`src/rtl/lcd_host_pkg.sv`:
```
package lcd_host_pkg;

    // ----------------------------------------------------------------
    // Widths and bit positions
    // ----------------------------------------------------------------
    localparam int          DATA_W       = 8;
    localparam int          NIB_W        = 4;
    localparam int          SER_DATA_BIT = 7;
    localparam int          SER_CLK_BIT  = 6;
    localparam int          BIT_CNT_W    = 3;
    localparam logic [2:0]  LAST_BIT     = 3'h7;
    localparam logic [2:0]  BIT_CNT_RST  = 3'h0;
    localparam logic [1:0]  STRAP_WAIT   = 2'h3;
    localparam logic [1:0]  STRAP_RST    = 2'h0;

    // ----------------------------------------------------------------
    // Encodings and reset values
    // ----------------------------------------------------------------
    localparam logic        SEL_CMD      = 1'b0;
    localparam logic        SEL_DATA     = 1'b1;
    localparam logic        STYLE_80     = 1'b0;
    localparam logic        STYLE_68     = 1'b1;
    localparam logic [7:0]  BYTE_RST     = 8'h00;
    localparam logic [3:0]  NIB_RST      = 4'h0;

    // ----------------------------------------------------------------
    // Carriers
    // ----------------------------------------------------------------
    typedef struct packed {
        logic       cs_n;
        logic       cmd_data_select;
        logic       strobe;
        logic       port_parallel;
        logic       width_8bit;
        logic       initialize_pin;
        logic [7:0] data;
    } bus_pins_s;

    typedef struct packed {
        logic       is_data;
        logic [7:0] value;
    } xfer_s;

    localparam int         PINS_W    = $bits(bus_pins_s);
    // Idle bus: deselected, strobe high, parallel, 8-bit
    localparam bus_pins_s  PINS_IDLE = '{cs_n: 1'b1, cmd_data_select: 1'b0,
                                         strobe: 1'b1, port_parallel: 1'b1,
                                         width_8bit: 1'b1, initialize_pin: 1'b0,
                                         data: 8'h00};
    localparam xfer_s      XFER_RST  = '{is_data: 1'b0, value: 8'h00};

endpackage

```
`src/rtl/pin_sync.sv`:
```
`timescale 1ns/1ps
module pin_sync #(
    parameter int                W       = 1,
    parameter logic [W-1:0]      RST_VAL = '0
) (
    input  wire logic            mclk_in,
    input  wire logic            sys_rst_in,
    input  wire logic [W-1:0]    async_in,
    output logic      [W-1:0]    sync_out
);
    logic [W-1:0] meta;

    // First stage feeds only the second stage
    always_ff @(posedge mclk_in) begin
        if (sys_rst_in) begin
            meta     <= RST_VAL;
            sync_out <= RST_VAL;
        end else begin
            meta     <= async_in;
            sync_out <= meta;
        end
    end
endmodule // pin_sync

```
`src/rtl/serial_rx.sv`:
```
`timescale 1ns/1ps
module serial_rx (
    input  wire logic       mclk_in,
    input  wire logic       sys_rst_in,
    input  wire logic       clear_in,
    input  wire logic       enable_in,
    input  wire logic       clk_rise_in,
    input  wire logic       bit_in,
    input  wire logic       sel_in,
    output logic            done_out,
    output logic [7:0]      byte_out,
    output logic            sel_out,
    output logic [2:0]      count_out
);
    logic [2:0] cnt;
    logic [7:0] shreg;
    logic [2:0] next_cnt;
    logic [7:0] next_shreg;
    logic       next_done;
    logic [7:0] next_byte;
    logic       next_sel;

    always_comb begin
        next_cnt   = cnt;
        next_shreg = shreg;
        next_done  = 1'b0;
        next_byte  = byte_out;
        next_sel   = sel_out;
        if (clear_in) begin
            next_cnt   = lcd_host_pkg::BIT_CNT_RST;
            next_shreg = lcd_host_pkg::BYTE_RST;
        end else if (enable_in && clk_rise_in) begin
            next_shreg = {shreg[6:0], bit_in};
            next_cnt   = cnt + 3'h1;
            if (cnt == lcd_host_pkg::LAST_BIT) begin
                next_done = 1'b1;
                next_byte = {shreg[6:0], bit_in};
                next_sel  = sel_in;
            end
        end
    end

    always_ff @(posedge mclk_in) begin
        if (sys_rst_in) begin
            cnt      <= lcd_host_pkg::BIT_CNT_RST;
            shreg    <= lcd_host_pkg::BYTE_RST;
            done_out <= 1'b0;
            byte_out <= lcd_host_pkg::BYTE_RST;
            sel_out  <= lcd_host_pkg::SEL_CMD;
        end else begin
            cnt      <= next_cnt;
            shreg    <= next_shreg;
            done_out <= next_done;
            byte_out <= next_byte;
            sel_out  <= next_sel;
        end
    end

    assign count_out = cnt;
endmodule // serial_rx

```
`src/rtl/lcd_host_write_interface.sv`:
```
`timescale 1ns/1ps
module lcd_host_write_interface (
    input  wire logic                     mclk_in,
    input  wire logic                     sys_rst_in,
    input  wire lcd_host_pkg::bus_pins_s  pins_in,
    output lcd_host_pkg::xfer_s           xfer_out,
    output logic                          byte_valid_out,
    output logic                          cmd_write_out,
    output logic                          data_write_out,
    output logic                          init_pulse_out,
    output logic                          style_68_out,
    output logic                          nibble_pending_out
);
    // ----------------------------------------------------------------
    // Pin synchronisation
    // ----------------------------------------------------------------
    logic [lcd_host_pkg::PINS_W-1:0] pins_sync;
    lcd_host_pkg::bus_pins_s         s;
    lcd_host_pkg::bus_pins_s         q;

    pin_sync #(
        .W       (lcd_host_pkg::PINS_W),
        .RST_VAL (lcd_host_pkg::PINS_IDLE)
    ) u_pin_sync (
        .mclk_in    (mclk_in),
        .sys_rst_in (sys_rst_in),
        .async_in   (pins_in),
        .sync_out   (pins_sync)
    );

    assign s = lcd_host_pkg::bus_pins_s'(pins_sync);

    // Previous sample, for edge finding and for data held at the edge
    always_ff @(posedge mclk_in) begin
        if (sys_rst_in) begin
            q <= lcd_host_pkg::PINS_IDLE;
        end else begin
            q <= s;
        end
    end

    // ----------------------------------------------------------------
    // Event decode
    // ----------------------------------------------------------------
    logic [1:0] strap_cnt;
    logic       strap_taken;
    logic       init_edge;
    logic       wr_rise;
    logic       en_fall;
    logic       par_take;
    logic       ser_rise;
    logic       ser_clear;
    logic       ser_enable;

    // Strap only once both sync stages hold real pin levels
    assign strap_taken = (strap_cnt == lcd_host_pkg::STRAP_WAIT);
    // Either direction initializes; chip select plays no part
    assign init_edge   = strap_taken && (s.initialize_pin != q.initialize_pin);
    assign wr_rise     = !q.strobe && s.strobe;
    // Enable high qualifies; byte taken as enable drops
    assign en_fall     = q.strobe && !s.strobe;
    assign par_take    = strap_taken && !init_edge && q.port_parallel
                         && !q.cs_n
                         && (style_68_out ? en_fall : wr_rise);
    assign ser_rise    = !q.data[lcd_host_pkg::SER_CLK_BIT]
                         && s.data[lcd_host_pkg::SER_CLK_BIT];
    assign ser_enable  = strap_taken && !s.port_parallel && !s.cs_n;
    assign ser_clear   = s.cs_n || s.port_parallel || init_edge;

    // ----------------------------------------------------------------
    // Serial receiver
    // ----------------------------------------------------------------
    logic       ser_done;
    logic [7:0] ser_byte;
    logic       ser_sel;
    logic [2:0] ser_count;

    serial_rx u_serial_rx (
        .mclk_in     (mclk_in),
        .sys_rst_in  (sys_rst_in),
        .clear_in    (ser_clear),
        .enable_in   (ser_enable),
        .clk_rise_in (ser_rise),
        .bit_in      (s.data[lcd_host_pkg::SER_DATA_BIT]),
        .sel_in      (s.cmd_data_select),
        .done_out    (ser_done),
        .byte_out    (ser_byte),
        .sel_out     (ser_sel),
        .count_out   (ser_count)
    );

    // ----------------------------------------------------------------
    // Parallel capture, nibble pairing, output stage
    // ----------------------------------------------------------------
    logic [3:0]          nib_hi;
    logic [1:0]          next_strap_cnt;
    logic [3:0]          next_nib_hi;
    logic                next_nibble_pending;
    logic                next_style_68;
    logic                next_init_pulse;
    logic                next_byte_valid;
    lcd_host_pkg::xfer_s next_xfer;

    always_comb begin
        next_strap_cnt      = strap_cnt;
        next_nib_hi         = nib_hi;
        next_nibble_pending = nibble_pending_out;
        next_style_68       = style_68_out;
        next_init_pulse     = 1'b0;
        next_byte_valid     = 1'b0;
        next_xfer           = xfer_out;
        if (!strap_taken) begin
            next_strap_cnt = strap_cnt + 2'h1;
            if (strap_cnt == lcd_host_pkg::STRAP_WAIT - 2'h1) begin
                next_style_68 = s.initialize_pin;
            end
        end else if (init_edge) begin
            // Level after the edge picks the style, whichever way it moved
            next_init_pulse     = 1'b1;
            next_style_68       = s.initialize_pin;
            next_nibble_pending = 1'b0;
        end else if (par_take) begin
            if (q.width_8bit) begin
                next_byte_valid = 1'b1;
                next_xfer       = '{is_data: q.cmd_data_select, value: q.data};
            end else if (!nibble_pending_out) begin
                next_nib_hi         = q.data[7:4];
                next_nibble_pending = 1'b1;
            end else begin
                next_byte_valid     = 1'b1;
                next_nibble_pending = 1'b0;
                next_xfer           = '{is_data: q.cmd_data_select,
                                        value:   {nib_hi, q.data[7:4]}};
            end
        end else if (ser_done) begin
            next_byte_valid = 1'b1;
            next_xfer       = '{is_data: ser_sel, value: ser_byte};
        end
        // A half byte is stale once the bus leaves 4-bit parallel
        if (s.width_8bit || !s.port_parallel) begin
            next_nibble_pending = 1'b0;
        end
    end

    always_ff @(posedge mclk_in) begin
        if (sys_rst_in) begin
            strap_cnt          <= lcd_host_pkg::STRAP_RST;
            nib_hi             <= lcd_host_pkg::NIB_RST;
            nibble_pending_out <= 1'b0;
            style_68_out       <= lcd_host_pkg::STYLE_80;
            init_pulse_out     <= 1'b0;
            byte_valid_out     <= 1'b0;
            cmd_write_out      <= 1'b0;
            data_write_out     <= 1'b0;
            xfer_out           <= lcd_host_pkg::XFER_RST;
        end else begin
            strap_cnt          <= next_strap_cnt;
            nib_hi             <= next_nib_hi;
            nibble_pending_out <= next_nibble_pending;
            style_68_out       <= next_style_68;
            init_pulse_out     <= next_init_pulse;
            byte_valid_out     <= next_byte_valid;
            cmd_write_out      <= next_byte_valid && (next_xfer.is_data == lcd_host_pkg::SEL_CMD);
            data_write_out     <= next_byte_valid && (next_xfer.is_data == lcd_host_pkg::SEL_DATA);
            xfer_out           <= next_xfer;
        end
    end
endmodule // lcd_host_write_interface

```
`config.mk`:
```
export PLATFORM = sky130hd
export DESIGN_NAME = lcd_host_write_interface
export DESIGN_NICKNAME = d
export VERILOG_FILES = /design/src/rtl/lcd_host_pkg.sv /design/src/rtl/pin_sync.sv /design/src/rtl/serial_rx.sv /design/src/rtl/lcd_host_write_interface.sv
export SDC_FILE = /design/constraint.sdc
export NUM_CORES = 1
export LEC_CHECK = 0
export BUFFER_PORTS_ARGS = -buffer_cell sky130_fd_sc_hd__buf_2
export CORE_MARGIN = 8
export CORE_UTILIZATION = 42
export CTS_BUF_LIST = sky130_fd_sc_hd__clkbuf_8
export DETAILED_ROUTE_END_ITERATION = 10
export GPL_ROUTABILITY_DRIVEN = 0
export GPL_TIMING_DRIVEN = 0
export PLACE_DENSITY = 0.61
export SETUP_SLACK_MARGIN = 0.1
export SKIP_CTS_REPAIR_TIMING = 1
export SYNTH_ARGS = -nofsm -noshare
export SYNTH_HDL_FRONTEND = slang
export SYNTH_SLANG_ARGS = --single-unit
```
`constraint.sdc`:
```
create_clock -name mclk_in -period 1.75 [get_ports mclk_in]
set_clock_uncertainty 0.15 [all_clocks]
set_input_delay 0.2625 -clock mclk_in [delete_from_list [all_inputs] [get_ports mclk_in]]
set_output_delay 0.2625 -clock mclk_in [all_outputs]
set_load 0.02 [all_outputs]
```
Word-level counts from Yosys, hierarchy flattened
Index checks and enable logic that the tools add are counted.
W data, S select, Z words.
{"block": "classes", "addsub": 2, "eq_ne": 7, "n_mux": 22, "bitwise": 7, "n_reduce_logical": 35}
{"operator": "$mux W9", "count": 6}
{"operator": "$mux W1", "count": 16}
{"operator": "$logic_and A1 B1 Y1", "count": 13}
{"operator": "$logic_not A1 Y1", "count": 7}
{"operator": "$not A1 Y1", "count": 7}
{"operator": "$reduce_and A3 Y1", "count": 2}
{"operator": "$reduce_bool A2 Y1", "count": 3}
{"operator": "$reduce_or A2 Y1", "count": 3}
{"operator": "$reduce_and A5 Y1", "count": 1}
{"operator": "$eq A2 B2 Y1 const B", "count": 2}
{"operator": "$ne A2 B1 Y1 const B", "count": 2}
{"operator": "$reduce_and A4 Y1", "count": 1}
{"operator": "$add A3 B1 Y3 const B", "count": 1}
{"operator": "$eq A3 B3 Y1 const B", "count": 1}
{"operator": "$logic_or A1 B1 Y1", "count": 3}
{"operator": "$ne A3 B3 Y1 const B", "count": 1}
{"operator": "$reduce_or A3 Y1", "count": 1}
{"operator": "$add A2 B1 Y2 const B", "count": 1}
{"operator": "$reduce_and A2 Y1", "count": 1}
{"operator": "$ne A1 B1 Y1", "count": 1}
{"block": "word_totals", "reg_bits": 83, "in_bits": 16, "out_inout_bits": 15, "elab_cells": 97}

Longest topological paths before layout
{"block": "logic_depth", "word_depth": 12, "ltp_mapped": 7, "depth_no_buf": 6}

Hierarchy
From an unflattened synthesis, not the netlist that was laid out.
{"block": "unflattened", "cells_unflattened": 312, "area_unflattened_um2": 3220.6}
{"module": "lcd_host_write_interface", "n_inst": 1, "cells_each": 164, "area_each_um2": 1516.5}
{"module": "serial_rx", "n_inst": 1, "cells_each": 90, "area_each_um2": 942.2}
{"module": "pin_sync", "n_inst": 1, "cells_each": 58, "area_each_um2": 762.0}

Least setup slack after synthesis
No wires, ideal clock.
{"block": "synth_path", "kind": "register to register", "start": "register style_68_out", "end": "register nibble_pending_out", "arrival_time_ns": 1.677, "slack_ns": -0.195, "path_stages_with_launch": 6, "n_path_buf": 1, "period_less_slack_ns": 1.945, "cell_sequence": "dfxtp_1 -> or3b_4 -> a211o_1 -> buf_6 -> o21a_1 -> o2111a_1"}
{"block": "synth_via", "elab_chain_len": 4}
{"item": "from (decl)", "line": "lcd_host_write_interface.sv:11", "source": "output logic style_68_out,"}
{"item": "from (signal assigned)", "line": "lcd_host_write_interface.sv:150", "source": "style_68_out <= lcd_host_pkg::STYLE_80;"}
{"item": "from (signal assigned)", "line": "lcd_host_write_interface.sv:160", "source": "style_68_out <= next_style_68;"}
{"item": "$mux W1", "line": "lcd_host_write_interface.sv:64", "source": "&& (style_68_out ? en_fall : wr_rise);"}
{"item": "$logic_and A1 B1 Y1", "line": "lcd_host_write_interface.sv:64"}
{"item": "$reduce_bool A2 Y1 (no line)"}
{"item": "$reduce_and A3 Y1 (no line)"}
{"item": "to (signal assigned)", "line": "lcd_host_write_interface.sv:159", "source": "nibble_pending_out <= next_nibble_pending;"}
{"item": "to (decl)", "line": "lcd_host_write_interface.sv:12", "source": "output logic nibble_pending_out"}
Every way passes these cells.
A chain may end at the register's enable or synchronous reset.

Worst setup path in the final report
{"block": "layout_path", "start": "register q[11] (netlist bit)", "end": "register nibble_pending_out"}
{"block": "layout_via", "elab_chain_len": 6, "word_cells_on_any_way": 7, "cone_classes": "mux: 1; reduce/logical: 6"}
{"item": "from (decl)", "line": "lcd_host_write_interface.sv:19", "source": "lcd_host_pkg::bus_pins_s q;"}
{"item": "from (signal assigned)", "line": "lcd_host_write_interface.sv:36", "source": "q <= lcd_host_pkg::PINS_IDLE;"}
{"item": "from (signal assigned)", "line": "lcd_host_write_interface.sv:38", "source": "q <= s;"}
{"item": "$logic_not A1 Y1", "line": "lcd_host_write_interface.sv:59", "source": "assign wr_rise = !q.strobe && s.strobe;"}
{"item": "$logic_and A1 B1 Y1", "line": "lcd_host_write_interface.sv:59"}
{"item": "$mux W1 (*)", "line": "lcd_host_write_interface.sv:64"}
{"item": "$logic_and A1 B1 Y1 (*)", "line": "lcd_host_write_interface.sv:64"}
{"item": "$reduce_bool A2 Y1 (no line) (*)"}
{"item": "$reduce_and A3 Y1 (no line) (*)"}
Every way passes the cells marked *; elsewhere a longest branch is shown, timed or not.

==> impl_metrics.csv <==
group,metric,value,unit
placement,placed_area,3520,µm²
floorplanning,die_w,103,µm
synth,syn_nets,336,
clock_tree,clock_latency,0.35,ns
sta,layout_setup_ws,-0.124,ns
floorplanning,die-area,10600,µm²
placement,place_ws,-0.224,ns
floorplanning,io_pins,31,
sta,slew_viol_final,0,
sta,relSlewSlack,0.638,
critical_path,r2r_cells,5,
placement,dp_cells,445,
clock_tree,cts_tree,"yes",
routing,ant_nets,0,
layout,seqCellArea,1680,µm²
synth,netlist_instances,316,
layout,utilization,0.553,
synth,synthArstFlopShare,0,
min_path,hold_class,"in -> reg",
synth,synth_warnings,0,
sta,rsz0062_at_grt,"yes",
critical_path,rrSetupSlack,-0.12,ns
synth,synth_area,3160,µm²
sta,fmax,534,MHz
sta,finalCritPeriodShare,1.07,
pwr,leakagePower,1.65,nW
sta,finalCriticalPeriod,1.87,ns
routing,dr_total_vias,2223,
routing,drc_errors,0,
critical_path,cp.arrival,1.96,ns
placement,port_buffers,30,
routing,vias_per_cell,4.58,
critical_path,cp-start-kind,"flop",
critical_path,crit_fanout,9,
floorplanning,die_h,103,µm
clock_tree,clk_path_buf_depth,2,
global_routing,first_global_vias,2004,
routing,dr.pass1.iters,4,
global_routing,grt_pass1_wl,9570,µm
critical_path,startpoint,"q[11]$_SDFF_PP1_",
layout,layout-drive-gt1-share,0.272,
synth,yosys_register_bits,83,
layout,nets,402,
layout,mostFrequentLayoutCells,"dfxtp_1, nor2b_1, nor2_1, buf_2, mux2i_1",
clock_tree,ctsRootBufferMaster,"clkbuf_8",
synth,syn_area_per_cell,10.0,µm²
global_routing,grt_max_degree,14,
critical_path,path_class,"reg -> reg",
pwr,ir_drop,568,µV
critical_path,cp.required,1.84,ns
layout,multi_input_area,1510,µm²
sta,hold_viol_final,2,
pwr,power.total,3.68,mW
global_routing,track_usage,0.120,
layout,n_antenna_cell,0,
pwr,p_per_area,914,nW/µm²
critical_path,r2r_end,"nibble_pending_out$_SDFFE_PP0P_",
layout,design_area,4030,µm²
sta,holdWs,-0.0161,ns
min_path,hold_path_depth,2,
job,maxCapViolCount,0,
min_path,hold_start,"pins_in[2]",
layout,fin_cells,485,
synth,synth-edff-count,0,
floorplanning,initial_core_util,0.434,
synth,synth_flop_cell,"dfxtp_1",
routing,wl_per_cell,12.7,µm
clock_tree,clkSinkCount,83,
clock_tree,cts_buffers,9,
sta,finalSetupViolations,23,
placement,dp_hpwl,4140,µm
layout,fill_cells,675,
clock_tree,cts.htree.levels,3,
status,status,"complete, but fails checks",
global_routing,antenna_found_initial,0,
sta,worst_pin_slew,0.543,ns
clock_tree,clkTransAtPathRegs,0.08,ns
floorplanning,design.core.area,7290,µm²
synth,yosysSeqAreaShare,0.525,
layout,final_common_cell,"dfxtp_1",
critical_path,timing.rr.start,"q[11]$_SDFF_PP1_",
routing,routed_wl,6170,µm
floorplanning,rows,31,
critical_path,end_kind,"flop",
routing,drtIter0Drc,62,
min_path,holdPathEnd,"u_pin_sync.meta[2]$_SDFF_PP0_",
global_routing,grt.overflow.total,0,
synth,post_synth_num_cell_types,37,
sta,tns,-0.910,ns
layout,syn_to_final_growth,27.5,%
status,violations,"hold timing, setup timing",
-- state kept, by name, summed over array words and instances (netlist names) --
register	count
xfer_out	9
u_serial_rx.sel_out	1
q	14
u_pin_sync.sync_out	14
u_serial_rx.byte_out	8
cmd_write_out	1
nibble_pending_out	1
init_pulse_out	1
data_write_out	1
u_serial_rx.shreg	7
byte_valid_out	1
u_serial_rx.count_out	3
nib_hi	4
u_pin_sync.meta	14
u_serial_rx.done_out	1
style_68_out	1
strap_cnt	2
-- where the power goes --
group | leakage, nW | switching [mW] | total, mW | internal [mW]
Combinational | 0.863 | 0.181 | 0.363 | 0.182
Sequential | 0.682 | 0.0422 | 2.02 | 1.97
Clock | 0.105 | 0.629 | 1.30 | 0.675
-- synth_stat cells (2+ instances only) --
cell type	number	area, µm²
a211o_1	4	35.0
a21o_1	2	15.0
a21oi_1	2	10.0
and2_1	8	50.1
buf_2	6	30.0
clkbuf_1	11	41.3
dfxtp_1	83	1660
ha_1	4	50.1
inv_1	6	22.5
mux2i_1	31	310
nand2_1	25	93.8
nand3_1	8	40.0
nand3b_1	3	22.5
nand4b_1	2	17.5
nor2_1	30	113
nor2b_1	38	238
nor3_1	3	15.0
nor3b_1	2	15.0
o211ai_1	8	60.1
o21a_1	2	15.0
o21ai_0	8	40.0
or2_2	14	87.6
xor2_1	2	17.5
-- worst max path at each step --
stage                                      end  depth (start not counted)
4_1_cts                 nib_hi[2]$_SDFFE_PP0P_                          4
5_1_grt        nibble_pending_out$_SDFFE_PP0P_                          5
3_5_place_dp            nib_hi[3]$_SDFFE_PP0P_                          4
6_report       nibble_pending_out$_SDFFE_PP0P_                          5
3_3_place_gp            nib_hi[1]$_SDFFE_PP0P_                          4
2_1_floorplan           nib_hi[0]$_SDFFE_PP0P_                          4
-- metal layers --
metal	wire, µm	up-vias	track usage
li1	-	1180	-
met5	0	-	0
met4	143	0	0.0734
met1	3130	990	0.149
met3	286	11	0.0304
met2	2600	42	0.182
-- critical path, cell delays in order, from the launching register on --
cell      delay, ns
dfxtp_2        0.34
or3b_4         0.42
a211o_1        0.29
buf_6          0.16
o21a_1         0.17
o2111a_1       0.23
-- area by class of cell --
type                       count  share of cell area
clock inverter                 5              0.0118
inverter                       6             0.00559
sequential                    83               0.418
multi-input combinational    209               0.374
clock buffer                  10              0.0341
buffer                        18              0.0351
tap                           99              0.0307
timing repair buffer          55              0.0912
-- logic make-up after synthesis --
family | Yosys count | share of synthesized area
AO/OA/AOI/OAI | 32 | 0.0791
XOR/XNOR | 4 | 0.0135
multiplexers | 32 | 0.102
AND/OR/NAND/NOR | 137 | 0.231
adder cells (fa/ha/maj) | 4 | 0.0158
buffers and inverters | 24 | 0.0332
flip-flops | 83 | 0.525
No activity file was read; power rests on OpenSTA's default activity.
